## src/rtl/slpa_params.svh

```systemverilog
/*
  offsets, field positions, reset values and address constants of the
  stack limit and program space address generator.
  assumes a byte-addressed register port with 16-bit data.
*/
`ifndef SLPA_PARAMS_SVH
`define SLPA_PARAMS_SVH
`define SLPA_OFS_SP 8'h00
`define SLPA_OFS_LIMIT 8'h04
`define SLPA_OFS_TABLE_PAGE_REG 8'h08
`define SLPA_OFS_VISPAG 8'h0C
`define SLPA_OFS_CORE 8'h10
`define SLPA_OFS_STAT 8'h14
`define SLPA_OFS_CLR 8'h18
`define SLPA_OFS_EN 8'h1C
`define SLPA_SP_RST 16'h0800
`define SLPA_SFR_TOP 16'h0800
`define SLPA_WORD_STEP 16'h0002
`define SLPA_VIS_PROG 8'h00
`define SLPA_VIS_EEPROM 8'hFF
`define SLPA_CORE_WIN_BIT 2
`define SLPA_CFG_BIT 7
`define SLPA_STAT_OVF 0
`define SLPA_STAT_UDF 1
`endif

```

## src/rtl/slpa_pkg.sv

```systemverilog
/*
  types shared by the stack and program space address logic.
  assumes the constants of slpa_params.svh.
*/
package slpa_pkg;
  typedef enum logic [0:0] {
    SLPA_ST_IDLE = 1'h0,
    SLPA_ST_HI = 1'h1
  } slpa_stk_e;
  typedef logic [15:0] slpa_word_t;
  typedef logic [23:0] slpa_paddr_t;
endpackage

```

## src/rtl/slpa_pg_if.sv

```systemverilog
/*
  carrier between the top and the program address former.
  assumes one clock and a synchronous active-high reset.
*/
`timescale 1ns/1ps
interface slpa_pg_if (
  input wire logic clk,
  input wire logic sys_rst
);
  slpa_pkg::slpa_word_t ea;
  logic data_rd;
  logic tbl_rd;
  logic tbl_wr;
  logic win_en;
  logic [7:0] tbl_page;
  logic [7:0] vis_page;
  slpa_pkg::slpa_paddr_t addr;
  logic rd;
  logic wr;
  logic cfg;
  logic win;
  modport ctl (input clk, sys_rst, addr, rd, wr, cfg, win,
    output ea, data_rd, tbl_rd, tbl_wr, win_en, tbl_page, vis_page);
  modport agu (input clk, sys_rst, ea, data_rd, tbl_rd, tbl_wr, win_en, tbl_page,
    vis_page, output addr, rd, wr, cfg, win);
endinterface

```

## src/rtl/slpa_pgaddr.sv

```systemverilog
/*
  forms 24-bit program addresses for table and window accesses.
  assumes requests arrive one per cycle from the execution pipeline.
*/
`timescale 1ns/1ps
`include "slpa_params.svh"
module slpa_pgaddr (
  slpa_pg_if.agu pg
);
  wire win_hit;
  wire tbl_any;
  assign tbl_any = pg.tbl_rd | pg.tbl_wr;
  // window paused while a table access runs enable bit gates it
  assign win_hit = pg.data_rd & pg.ea[15] & pg.win_en & ~tbl_any;
  // no alignment check: byte and odd addresses pass as given
  // data 16 bits, program 24 bits
  assign pg.addr = tbl_any ? {pg.tbl_page, pg.ea}
    : {1'b0, pg.vis_page, pg.ea[14:0]};
  assign pg.cfg = tbl_any & pg.tbl_page[`SLPA_CFG_BIT];
  assign pg.rd = pg.tbl_rd | win_hit;
  // config space takes reads only
  assign pg.wr = pg.tbl_wr & ~pg.tbl_page[`SLPA_CFG_BIT];
  assign pg.win = win_hit;
endmodule

```

## src/rtl/slpa_top.sv

```systemverilog
/*
  stack pointer push/pop with limit and floor traps, program space address
  generation, register port and interrupt.
  assumes one clock, at most one stack request per cycle, and no new
  request while a two-word return address push is in progress.
*/
// Decided for this implementation: the address-and-strobe port and the register addresses.
// Operation
// - stack pointer names next free word; post-increment push, pre-decrement pop
// - call pushes return address with its top byte cleared
// - exception push puts status low byte in the top byte
// - stack limit unset by reset, bit 0 always reads zero
// - push at pointer equal to limit passes; push above limit traps
// - stack address below 0x0800 raises stack error
// - table address is page byte above 16-bit effective address
// - page bit 7 picks configuration space, else user space
// - upper-half data read maps to 23-bit window address
// - window ignores address bit 15, uses page bit 0, bit 23 zero
// - visibility page accepts only 0x00 or 0xFF
// - table accesses need no alignment; config space readable
// - window is read-only and returns low program word only
// - program space 24 bits, data space 16 bits
// - window active only with core control bit 2 set
// - window suspended during table reads and writes
`timescale 1ns/1ps
`include "slpa_params.svh"
module slpa_top (
  input wire logic clk,
  input wire logic sys_rst,
  input wire logic [7:0] reg_addr,
  input wire logic [15:0] reg_wdata,
  input wire logic reg_wr,
  input wire logic reg_rd,
  output logic [15:0] reg_rdata,
  input wire logic push_req,
  input wire logic [15:0] push_data,
  input wire logic pop_req,
  input wire logic call_push,
  input wire logic exc_push,
  input wire logic [22:0] pc_val,
  input wire logic [7:0] status_low_byte,
  output logic stk_mem_wr,
  output logic stk_mem_rd,
  output logic [15:0] stk_mem_addr,
  output logic [15:0] stk_mem_wdata,
  output logic stack_trap,
  output logic irq,
  input wire logic [15:0] effective_address,
  input wire logic data_rd,
  input wire logic tbl_rd,
  input wire logic tbl_wr,
  input wire logic [23:0] prog_rdata,
  output logic [23:0] prog_addr,
  output logic prog_rd,
  output logic prog_wr,
  output logic cfg_space,
  output logic win_valid,
  output logic [15:0] win_rdata
);
  function automatic logic below_floor(input logic [15:0] a);
    below_floor = a < `SLPA_SFR_TOP;
  endfunction

  slpa_pkg::slpa_stk_e st_reg, st_next;
  logic [15:0] stack_pointer_reg, sp_next;
  logic [14:0] stack_limit_reg;
  logic [7:0] table_page_reg, visibility_page_reg;
  logic program_window_enable;
  logic [7:0] msb_reg;
  logic [6:0] pc_hi_reg;
  logic [1:0] stat_reg, en_reg, stat_next;
  logic win_pend_reg;

  slpa_pg_if pg (.clk(clk), .sys_rst(sys_rst));
  slpa_pgaddr u_pgaddr (.pg(pg.agu));
  assign pg.ea = effective_address;
  assign pg.data_rd = data_rd;
  assign pg.tbl_rd = tbl_rd;
  assign pg.tbl_wr = tbl_wr;
  assign pg.win_en = program_window_enable;
  assign pg.tbl_page = table_page_reg;
  assign pg.vis_page = visibility_page_reg;

  wire [15:0] limit16 = {stack_limit_reg, 1'b0};
  wire in_hi = st_reg == slpa_pkg::SLPA_ST_HI;
  wire pc_req = ~in_hi & (call_push | exc_push);
  wire push_op = in_hi | pc_req | (~in_hi & push_req);
  wire pop_op = ~in_hi & pop_req & ~push_req & ~call_push & ~exc_push;
  wire [15:0] pop_addr = stack_pointer_reg - `SLPA_WORD_STEP;
  // equal to limit still passes; only strictly above traps
  wire push_err = (stack_pointer_reg > limit16) | below_floor(stack_pointer_reg);
  // pop checks both the word it would read and the pointer itself
  wire pop_err = below_floor(pop_addr) | below_floor(stack_pointer_reg);
  wire trap_now = (push_op & push_err) | (pop_op & pop_err);
  // failing access is dropped, pointer held
  wire wr_ok = push_op & ~push_err;
  wire rd_ok = pop_op & ~pop_err;
  // call clears top byte exception inserts status byte
  wire [7:0] msb_sel = exc_push & ~call_push ? status_low_byte : 8'h00;
  wire [15:0] wdata_sel = in_hi ? {msb_reg, 1'b0, pc_hi_reg}
    : pc_req ? pc_val[15:0] : push_data;
  wire [15:0] addr_sel = pop_op ? pop_addr : stack_pointer_reg;

  always_comb begin
    sp_next = stack_pointer_reg;
    st_next = st_reg;
    case (st_reg)
      slpa_pkg::SLPA_ST_IDLE: begin
        if (wr_ok) begin
          sp_next = stack_pointer_reg + `SLPA_WORD_STEP;
        end else if (rd_ok) begin
          sp_next = pop_addr;
        end
        if (pc_req & ~push_err) begin
          st_next = slpa_pkg::SLPA_ST_HI;
        end
      end
      slpa_pkg::SLPA_ST_HI: begin
        if (wr_ok) begin
          sp_next = stack_pointer_reg + `SLPA_WORD_STEP;
        end
        st_next = slpa_pkg::SLPA_ST_IDLE;
      end
      default: begin
        st_next = slpa_pkg::SLPA_ST_IDLE;
      end
    endcase
  end

  wire wr_sp = reg_wr & (reg_addr == `SLPA_OFS_SP);
  wire wr_lim = reg_wr & (reg_addr == `SLPA_OFS_LIMIT);
  wire wr_tbl = reg_wr & (reg_addr == `SLPA_OFS_TABLE_PAGE_REG);
  wire vis_legal = reg_wdata[7:0] == `SLPA_VIS_PROG || reg_wdata[7:0] == `SLPA_VIS_EEPROM;
  // other page values are dropped
  wire wr_vis = reg_wr & (reg_addr == `SLPA_OFS_VISPAG) & vis_legal;
  wire wr_core = reg_wr & (reg_addr == `SLPA_OFS_CORE);
  wire wr_clr = reg_wr & (reg_addr == `SLPA_OFS_CLR);
  wire wr_en = reg_wr & (reg_addr == `SLPA_OFS_EN);
  wire [1:0] ev = {pop_op & pop_err, push_op & push_err & ~below_floor(stack_pointer_reg)};
  wire [1:0] ev_udf = {push_op & below_floor(stack_pointer_reg), 1'b0};
  // set beats clear in the same cycle
  assign stat_next = (stat_reg & ~(wr_clr ? reg_wdata[1:0] : 2'h0)) | ev | ev_udf;
  // stack engine owns the pointer when both try
  wire sp_bus = wr_sp & ~push_op & ~pop_op;
  wire [15:0] rd_mux =
    reg_addr == `SLPA_OFS_SP ? stack_pointer_reg :
    reg_addr == `SLPA_OFS_LIMIT ? limit16 :
    reg_addr == `SLPA_OFS_TABLE_PAGE_REG ? {8'h00, table_page_reg} :
    reg_addr == `SLPA_OFS_VISPAG ? {8'h00, visibility_page_reg} :
    reg_addr == `SLPA_OFS_CORE ? 16'(program_window_enable) << `SLPA_CORE_WIN_BIT :
    reg_addr == `SLPA_OFS_STAT ? {14'h0000, stat_reg} :
    reg_addr == `SLPA_OFS_EN ? {14'h0000, en_reg} : 16'h0000;

  // no reset term: limit is undefined until software writes it
  always_ff @(posedge clk) begin
    if (wr_lim) begin
      stack_limit_reg <= reg_wdata[15:1];
    end
  end

  always_ff @(posedge clk) begin
    if (sys_rst) begin
      st_reg <= slpa_pkg::SLPA_ST_IDLE;
      stack_pointer_reg <= `SLPA_SP_RST;
      msb_reg <= 8'h00;
      pc_hi_reg <= 7'h00;
    end else begin
      st_reg <= st_next;
      stack_pointer_reg <= sp_bus ? {reg_wdata[15:1], 1'b0} : sp_next;
      if (pc_req) begin
        msb_reg <= msb_sel;
        pc_hi_reg <= pc_val[22:16];
      end
    end
  end

  always_ff @(posedge clk) begin
    if (sys_rst) begin
      table_page_reg <= 8'h00;
      visibility_page_reg <= `SLPA_VIS_PROG;
      program_window_enable <= 1'b0;
      stat_reg <= 2'h0;
      en_reg <= 2'h0;
      irq <= 1'b0;
      reg_rdata <= 16'h0000;
    end else begin
      if (wr_tbl) begin
        table_page_reg <= reg_wdata[7:0];
      end
      if (wr_vis) begin
        visibility_page_reg <= reg_wdata[7:0];
      end
      if (wr_core) begin
        program_window_enable <= reg_wdata[`SLPA_CORE_WIN_BIT];
      end
      if (wr_en) begin
        en_reg <= reg_wdata[1:0];
      end
      stat_reg <= stat_next;
      // enable written this cycle counts at once, so irq never lags a write
      irq <= |(stat_next & (wr_en ? reg_wdata[1:0] : en_reg));
      reg_rdata <= reg_rd ? rd_mux : 16'h0000;
    end
  end

  always_ff @(posedge clk) begin
    if (sys_rst) begin
      stk_mem_wr <= 1'b0;
      stk_mem_rd <= 1'b0;
      stk_mem_addr <= 16'h0000;
      stk_mem_wdata <= 16'h0000;
      stack_trap <= 1'b0;
    end else begin
      stk_mem_wr <= wr_ok;
      stk_mem_rd <= rd_ok;
      stk_mem_addr <= addr_sel;
      stk_mem_wdata <= wdata_sel;
      stack_trap <= trap_now;
    end
  end

  // window data comes back the cycle after the read; upper byte dropped
  always_ff @(posedge clk) begin
    if (sys_rst) begin
      prog_addr <= 24'h000000;
      prog_rd <= 1'b0;
      prog_wr <= 1'b0;
      cfg_space <= 1'b0;
      win_pend_reg <= 1'b0;
      win_valid <= 1'b0;
      win_rdata <= 16'h0000;
    end else begin
      prog_addr <= pg.addr;
      prog_rd <= pg.rd;
      prog_wr <= pg.wr;
      cfg_space <= pg.cfg;
      win_pend_reg <= pg.win;
      win_valid <= win_pend_reg;
      win_rdata <= win_pend_reg ? prog_rdata[15:0] : 16'h0000;
    end
  end
endmodule

```

## config.mk

```make
export PLATFORM = sky130hd
export DESIGN_NAME = slpa_top
export DESIGN_NICKNAME = d
export VERILOG_FILES = /design/src/rtl/slpa_pkg.sv /design/src/rtl/slpa_pg_if.sv /design/src/rtl/slpa_pgaddr.sv /design/src/rtl/slpa_top.sv
export VERILOG_INCLUDE_DIRS = /design/src /design/src/rtl
export SDC_FILE = /design/constraint.sdc
export NUM_CORES = 1
export LEC_CHECK = 0
export BUFFER_PORTS_ARGS = -buffer_cell sky130_fd_sc_hd__buf_2
export CELL_PAD_IN_SITES_DETAIL_PLACEMENT = 1
export CELL_PAD_IN_SITES_GLOBAL_PLACEMENT = 1
export CORE_UTILIZATION = 30
export CTS_BUF_LIST = sky130_fd_sc_hd__clkbuf_2 sky130_fd_sc_hd__clkbuf_4 sky130_fd_sc_hd__clkbuf_8
export DETAILED_ROUTE_END_ITERATION = 8
export HOLD_SLACK_MARGIN = 0.03
export PLACE_DENSITY_LB_ADDON = 0.15
export SYNTH_ARGS = -nofsm -noshare
export SYNTH_HDL_FRONTEND = slang
export SYNTH_HIERARCHICAL = 1
export SYNTH_SLANG_ARGS = --single-unit
export TNS_END_PERCENT = 5
```

## constraint.sdc

```tcl
create_clock -name clk -period 8.3 [get_ports clk]
set_clock_uncertainty 0.2 [all_clocks]
set_input_delay 1.66 -clock clk [delete_from_list [all_inputs] [get_ports clk]]
set_output_delay 1.66 -clock clk [all_outputs]
set_load 0.005 [all_outputs]
```

==> results.json, run 1 <==
{
  "ys_seq_elements": 163,
  "hold_violations": 0,
  "cpPeakStageDelay_ps": 890,
  "post-place-ws_ps": 3520,
  "syn_nets": 937,
  "vias": 6236,
  "setup_tns_ps": 0,
  "fin_crit_sh": 0.510,
  "viasPerCell": 4.84,
  "clock_latency_ps": 460,
  "synthTopCellsByArea": "dfxtp_1 42%, edfxtp_1 6.3%, a21oi_1 5.2%",
  "cp_max_fo": 21,
  "std_cell_rows": 55,
  "path_cells": "buf_2, or4_1, or3_1, nor3_2, nand4b_1, o32a_1, a21o_1",
  "synth_largest_area_cell": "dfxtp_1",
  "syn_inst": 798,
  "grt_pass1_wl_um": 34400,
  "postLayoutCoreUtil": 0.377,
  "cap_violations": 0,
  "drc_errors": 0,
  "relSlewSlack": 0.265,
  "cts_max_level": 4,
  "routed_wl_um": 22300,
  "p_leak_nw": 3.61,
  "critPathRequiredTime_ps": 8460,
  "ioPinCount": 218,
  "largest_reg_flops": 24,
  "cts.path.max_buffers": 2,
  "seq_area_frac_synth": 0.480,
  "yosysTopAreaCellShare": 0.417,
  "fmax_mhz": 236,
  "place_congestion": 0.810,
  "initial_core_util": 0.310,
  "synthesis.area_mm2": 0.00711,
  "cts_setup_buffers": 0,
  "grt_antenna_before_repair": 1,
  "placed_area_mm2": 0.00825,
  "final_area_mm2": 0.00863,
  "synth-edff-count": 15,
  "wl_per_cell_um": 17.3,
  "status": "completed",
  "startpoint_type": "input port",
  "coreArea_mm2": 0.0229,
  "cts_hold_buf": 0,
  "gr-total-overflow": 0,
  "grt_max_degree": 63,
  "setup_violations": 0,
  "first_iter_violations": 327,
  "yosysUniqueCellTypes": 60,
  "top_register": "prog_addr",
  "cp.arrival_ps": 4390,
  "slew_violations": 0,
  "port_buffers": 208,
  "cts_num_sinks": 163,
  "worstSetupEndpointType": "flip-flop",
  "min_period_ps": 4230,
  "die_h_um": 156,
  "area_growth_pct": 21.4,
  "dp.cells": 1256,
  "synth_top_flop_cell": "dfxtp_1",
  "dr.pass1.iters": 4,
  "worstMarginPinSlew_ps": 1100,
  "ys_warn_count": 6,
  "mostFrequentLayoutCell": "buf_2",
  "fin_nets": 1101,
  "finalNonFillerCells": 1289,
  "grt_usage": 0.184,
  "final_cell_mix": "207 x buf_2, 148 x dfxtp_1, 82 x nor2_1",
  "syn_area_per_cell_um2": 8.91,
  "crit_path_top_delay_cell": "nand4b_1",
  "cts_root_buffer": "clkbuf_8",
  "peakVddDrop_mv": 0.0990,
  "cellPowerDensity_mw_per_mm2": 248,
  "chipWidth_um": 156,
  "hp-class": "flip-flop to flip-flop",
  "cts-resized-gates": 0,
  "fin_ws_ps": 4070,
  "synth-async-reset-ratio": 0,
  "die_area_mm2": 0.0243,
  "cts_tree": "yes",
  "dp_hpwl_um": 15900,
  "numCtsBuffers": 17,
  "postRouteAntennaNets": 0,
  "path_class": "input port to flip-flop",
  "rsz0062_at_grt": "false",
  "grt_pass1_vias": 6129,
  "drive_gt1_frac": 0.282,
  "clk_pin_slew_ps": 100
}
stage by stage:
step                hold WS [ps]  power, mW
finish                       264       2.14
global route                 286       2.29
CTS                          269       2.17
detailed placement           254       1.59
global placement             246       1.58
floorplan                    237       1.40
synthesized netlist by cell type, types with 9 or more instances:
| master | count |
|---|---|
| dfxtp_1 | 148 |
| nor2_1 | 82 |
| nand2_1 | 76 |
| a21oi_1 | 74 |
| clkbuf_1 | 41 |
| nor2b_1 | 32 |
| o21ai_0 | 31 |
| a22oi_1 | 30 |
| inv_1 | 22 |
| and2_1 | 21 |
| buf_4 | 17 |
| ha_1 | 17 |
| edfxtp_1 | 15 |
| nand3_1 | 15 |
| nor4_1 | 14 |
| nor3_1 | 13 |
| xnor2_1 | 12 |
| mux2_2 | 11 |
| nand4_1 | 10 |
| or3_1 | 10 |
| mux2i_1 | 9 |
power by group:
| part | switching [mW] | internal [mW] | leakage, nW | total, mW |
|---|---|---|---|---|
| clock | 0.348 | 0.227 | 0.191 | 0.575 |
| sequential | 0.0871 | 0.860 | 1.34 | 0.947 |
| combinational | 0.366 | 0.255 | 2.07 | 0.621 |
area by class of cell:
| type | count | area [µm²] |
|---|---|---|
| Clock inverter | 14 | 138 |
| Antenna cell | 1 | 2.50 |
| Inverter | 22 | 82.6 |
| Fill cell | 2760 | 14300 |
| Multi-Input combinational cell | 542 | 3260 |
| Clock buffer | 18 | 241 |
| Tap cell | 313 | 392 |
| Timing Repair Buffer | 216 | 1100 |
| Sequential cell | 163 | 3410 |
logic make-up (layout without fill, tap and decap cells):
kind of cell	after synthesis	in the layout	share of synthesized area
other cells	1	2	0.000528
xor+xnor	19	19	0.0234
buf+inv	93	270	0.0623
mux	20	20	0.0301
simple gates	305	305	0.216
compound gates	180	180	0.158
fa+ha+maj	17	17	0.0299
flops	163	163	0.480
path summary, 6_finish.rpt:
check | startpoint | to | slack, ps | depth (start not counted)
worst max-delay path | reg_addr[0] | stack_pointer_reg[11] | 4070 | 7
worst max register to register | stack_pointer_reg[1] | stack_pointer_reg[10] | 4840 | 10
worst min register to register | pc_hi_reg[1] | pc_hi_reg[1] | 260 | 2
worst min-delay path | pc_hi_reg[1] | pc_hi_reg[1] | 260 | 2
worst max-delay path: cells and delay by family:
family	cells	cell delay, ps
compound gates	2	610
simple gates	4	2020
buf+inv	1	90
layer usage:
metal,vias up,routed length (µm),track usage
li1,3087,-,-
met1,2989,10300,0.236
met2,140,10800,0.315
met3,20,977,0.0322
met4,0,245,0.0514
met5,-,0,0
No activity file was read; power rests on OpenSTA's default activity.
==> inputs of run 2 (changes only) <==
Clock period 8.3 ns to 4.1 ns, I/O delays scaled along.
==> results.json, run 2 (synthesis gave the netlist of run 1 again) <==
{
  "status": "completed",
  "cpPeakStageDelay_ps": 750,
  "port_buffers": 208,
  "numCtsBuffers": 17,
  "peakVddDrop_mv": 0.212,
  "cts.path.max_buffers": 2,
  "finalNonFillerCells": 1297,
  "mostFrequentLayoutCell": "buf_2",
  "min-delay-start": "pc_hi_reg[5]",
  "cts_num_sinks": 163,
  "rr_startpoint": "stack_pointer_reg[1]",
  "drive_gt1_frac": 0.288,
  "hp-class": "flip-flop to flip-flop",
  "fin_crit_sh": 0.809,
  "setup_violations": 0,
  "total_power_mw": 4.38,
  "std_cell_rows": 55,
  "gr-total-overflow": 0,
  "ioPinCount": 218,
  "crit_path_start": "stack_pointer_reg[1]",
  "ff2ff_path_depth": 7,
  "cts_tree": "yes",
  "clk_pin_slew_ps": 100,
  "routed_wl_um": 22300,
  "grt_pass1_wl_um": 34200,
  "dp.cells": 1264,
  "viasPerCell": 4.82,
  "fin_nets": 1109,
  "largest_reg_flops": 24,
  "postRouteAntennaNets": 0,
  "clock_latency_ps": 460,
  "grt_usage": 0.183,
  "worstMarginPinSlew_ps": 978,
  "place_congestion": 0.769,
  "grt_pass1_vias": 6236,
  "r2r_slack_ps": 780,
  "placed_area_mm2": 0.00831,
  "setup_tns_ps": 0,
  "cap_violations": 0,
  "cellPowerDensity_mw_per_mm2": 503,
  "area_growth_pct": 22.5,
  "drc_errors": 0,
  "chipWidth_um": 156,
  "cp.arrival_ps": 3480,
  "cts_max_level": 4,
  "coreArea_mm2": 0.0229,
  "p_leak_nw": 3.66,
  "r2r_end": "stack_pointer_reg[10]",
  "cts_hold_buf": 0,
  "grt_max_degree": 49,
  "die_area_mm2": 0.0243,
  "rsz0062_at_grt": "false",
  "min_period_ps": 3320,
  "path_class": "flip-flop to flip-flop",
  "top_register": "prog_addr",
  "slew_violations": 0,
  "first_iter_violations": 326,
  "holdPathStages": 2,
  "final_area_mm2": 0.00871,
  "cp_max_fo": 23,
  "initial_core_util": 0.310,
  "dr.pass1.iters": 4,
  "critPathRequiredTime_ps": 4260,
  "worstSetupEndpointType": "flip-flop",
  "crit_path_top_delay_cell": "or4_1",
  "cts_setup_buffers": 0,
  "vias": 6252,
  "startpoint_type": "flip-flop",
  "hold_violations": 0,
  "cts-resized-gates": 0,
  "die_h_um": 156,
  "grt_antenna_before_repair": 1,
  "path_cells": "or4_1, o41ai_1, nor4b_1, a31o_2, o22a_4, or3_1, a311oi_1",
  "dp_hpwl_um": 16200,
  "fillers": 2750,
  "fmax_mhz": 302,
  "wl_per_cell_um": 17.2,
  "relSlewSlack": 0.346,
  "final_cell_mix": "207 x buf_2, 148 x dfxtp_1, 82 x nor2_1",
  "holdPathEnd": "pc_hi_reg[5]",
  "cts_root_buffer": "clkbuf_8"
}
==> run 2: area by class of cell <==
class / instances / area [µm²] / area share
Sequential cell: 163 / 3410 / 0.392
Multi-Input combinational cell: 542 / 3260 / 0.374
Timing Repair Buffer: 224 / 1160 / 0.134
Tap cell: 313 / 392 / 0.0450
Clock buffer: 18 / 248 / 0.0285
Clock inverter: 14 / 148 / 0.0170
Inverter: 22 / 82.6 / 0.00949
Antenna cell: 1 / 2.50 / 0.000287
==> run 2: worst max-delay path by stage <==
stage / endpoint / slack (ps)
2_1_floorplan: stack_limit_reg[0] / 670
3_3_place_gp: stack_pointer_reg[9] / 650
3_5_place_dp: stack_pointer_reg[9] / 600
4_1_cts: stack_pointer_reg[10] / 820
5_1_grt: stack_pointer_reg[5] / 590
6_report: stack_pointer_reg[10] / 780
==> run 2: power by group <==
group          leakage, nW  internal (mW)  switching [mW]
clock                0.203          0.479           0.717
combinational         2.12          0.518           0.744
sequential            1.34           1.74           0.178
total                 3.66           2.74            1.64
==> run 2: per-stage QoR <==
step | worst slack, ps | hold slack (ps) | util
after global routing | 590 | 292 | 0.380
after floorplan | 675 | 237 | -
after global placement | 647 | 247 | 0.363
final | 785 | 262 | 0.380
after CTS | 822 | 266 | 0.380
after detailed placement | 604 | 251 | 0.363
==> run 2: critical path, delay by kind of cell (launching register included) <==
kind / cells / cell delay [ps]
AO/OA/AOI/OAI: 4 / 1320
flip-flops: 1 / 450
AND/OR/NAND/NOR: 3 / 1240
==> run 2: layer usage <==
metal | routed length, µm | track usage
met1 | 10300 | 0.234
met2 | 10600 | 0.304
met3 | 1100 | 0.0369
met4 | 370 | 0.0621
met5 | 0 | 0
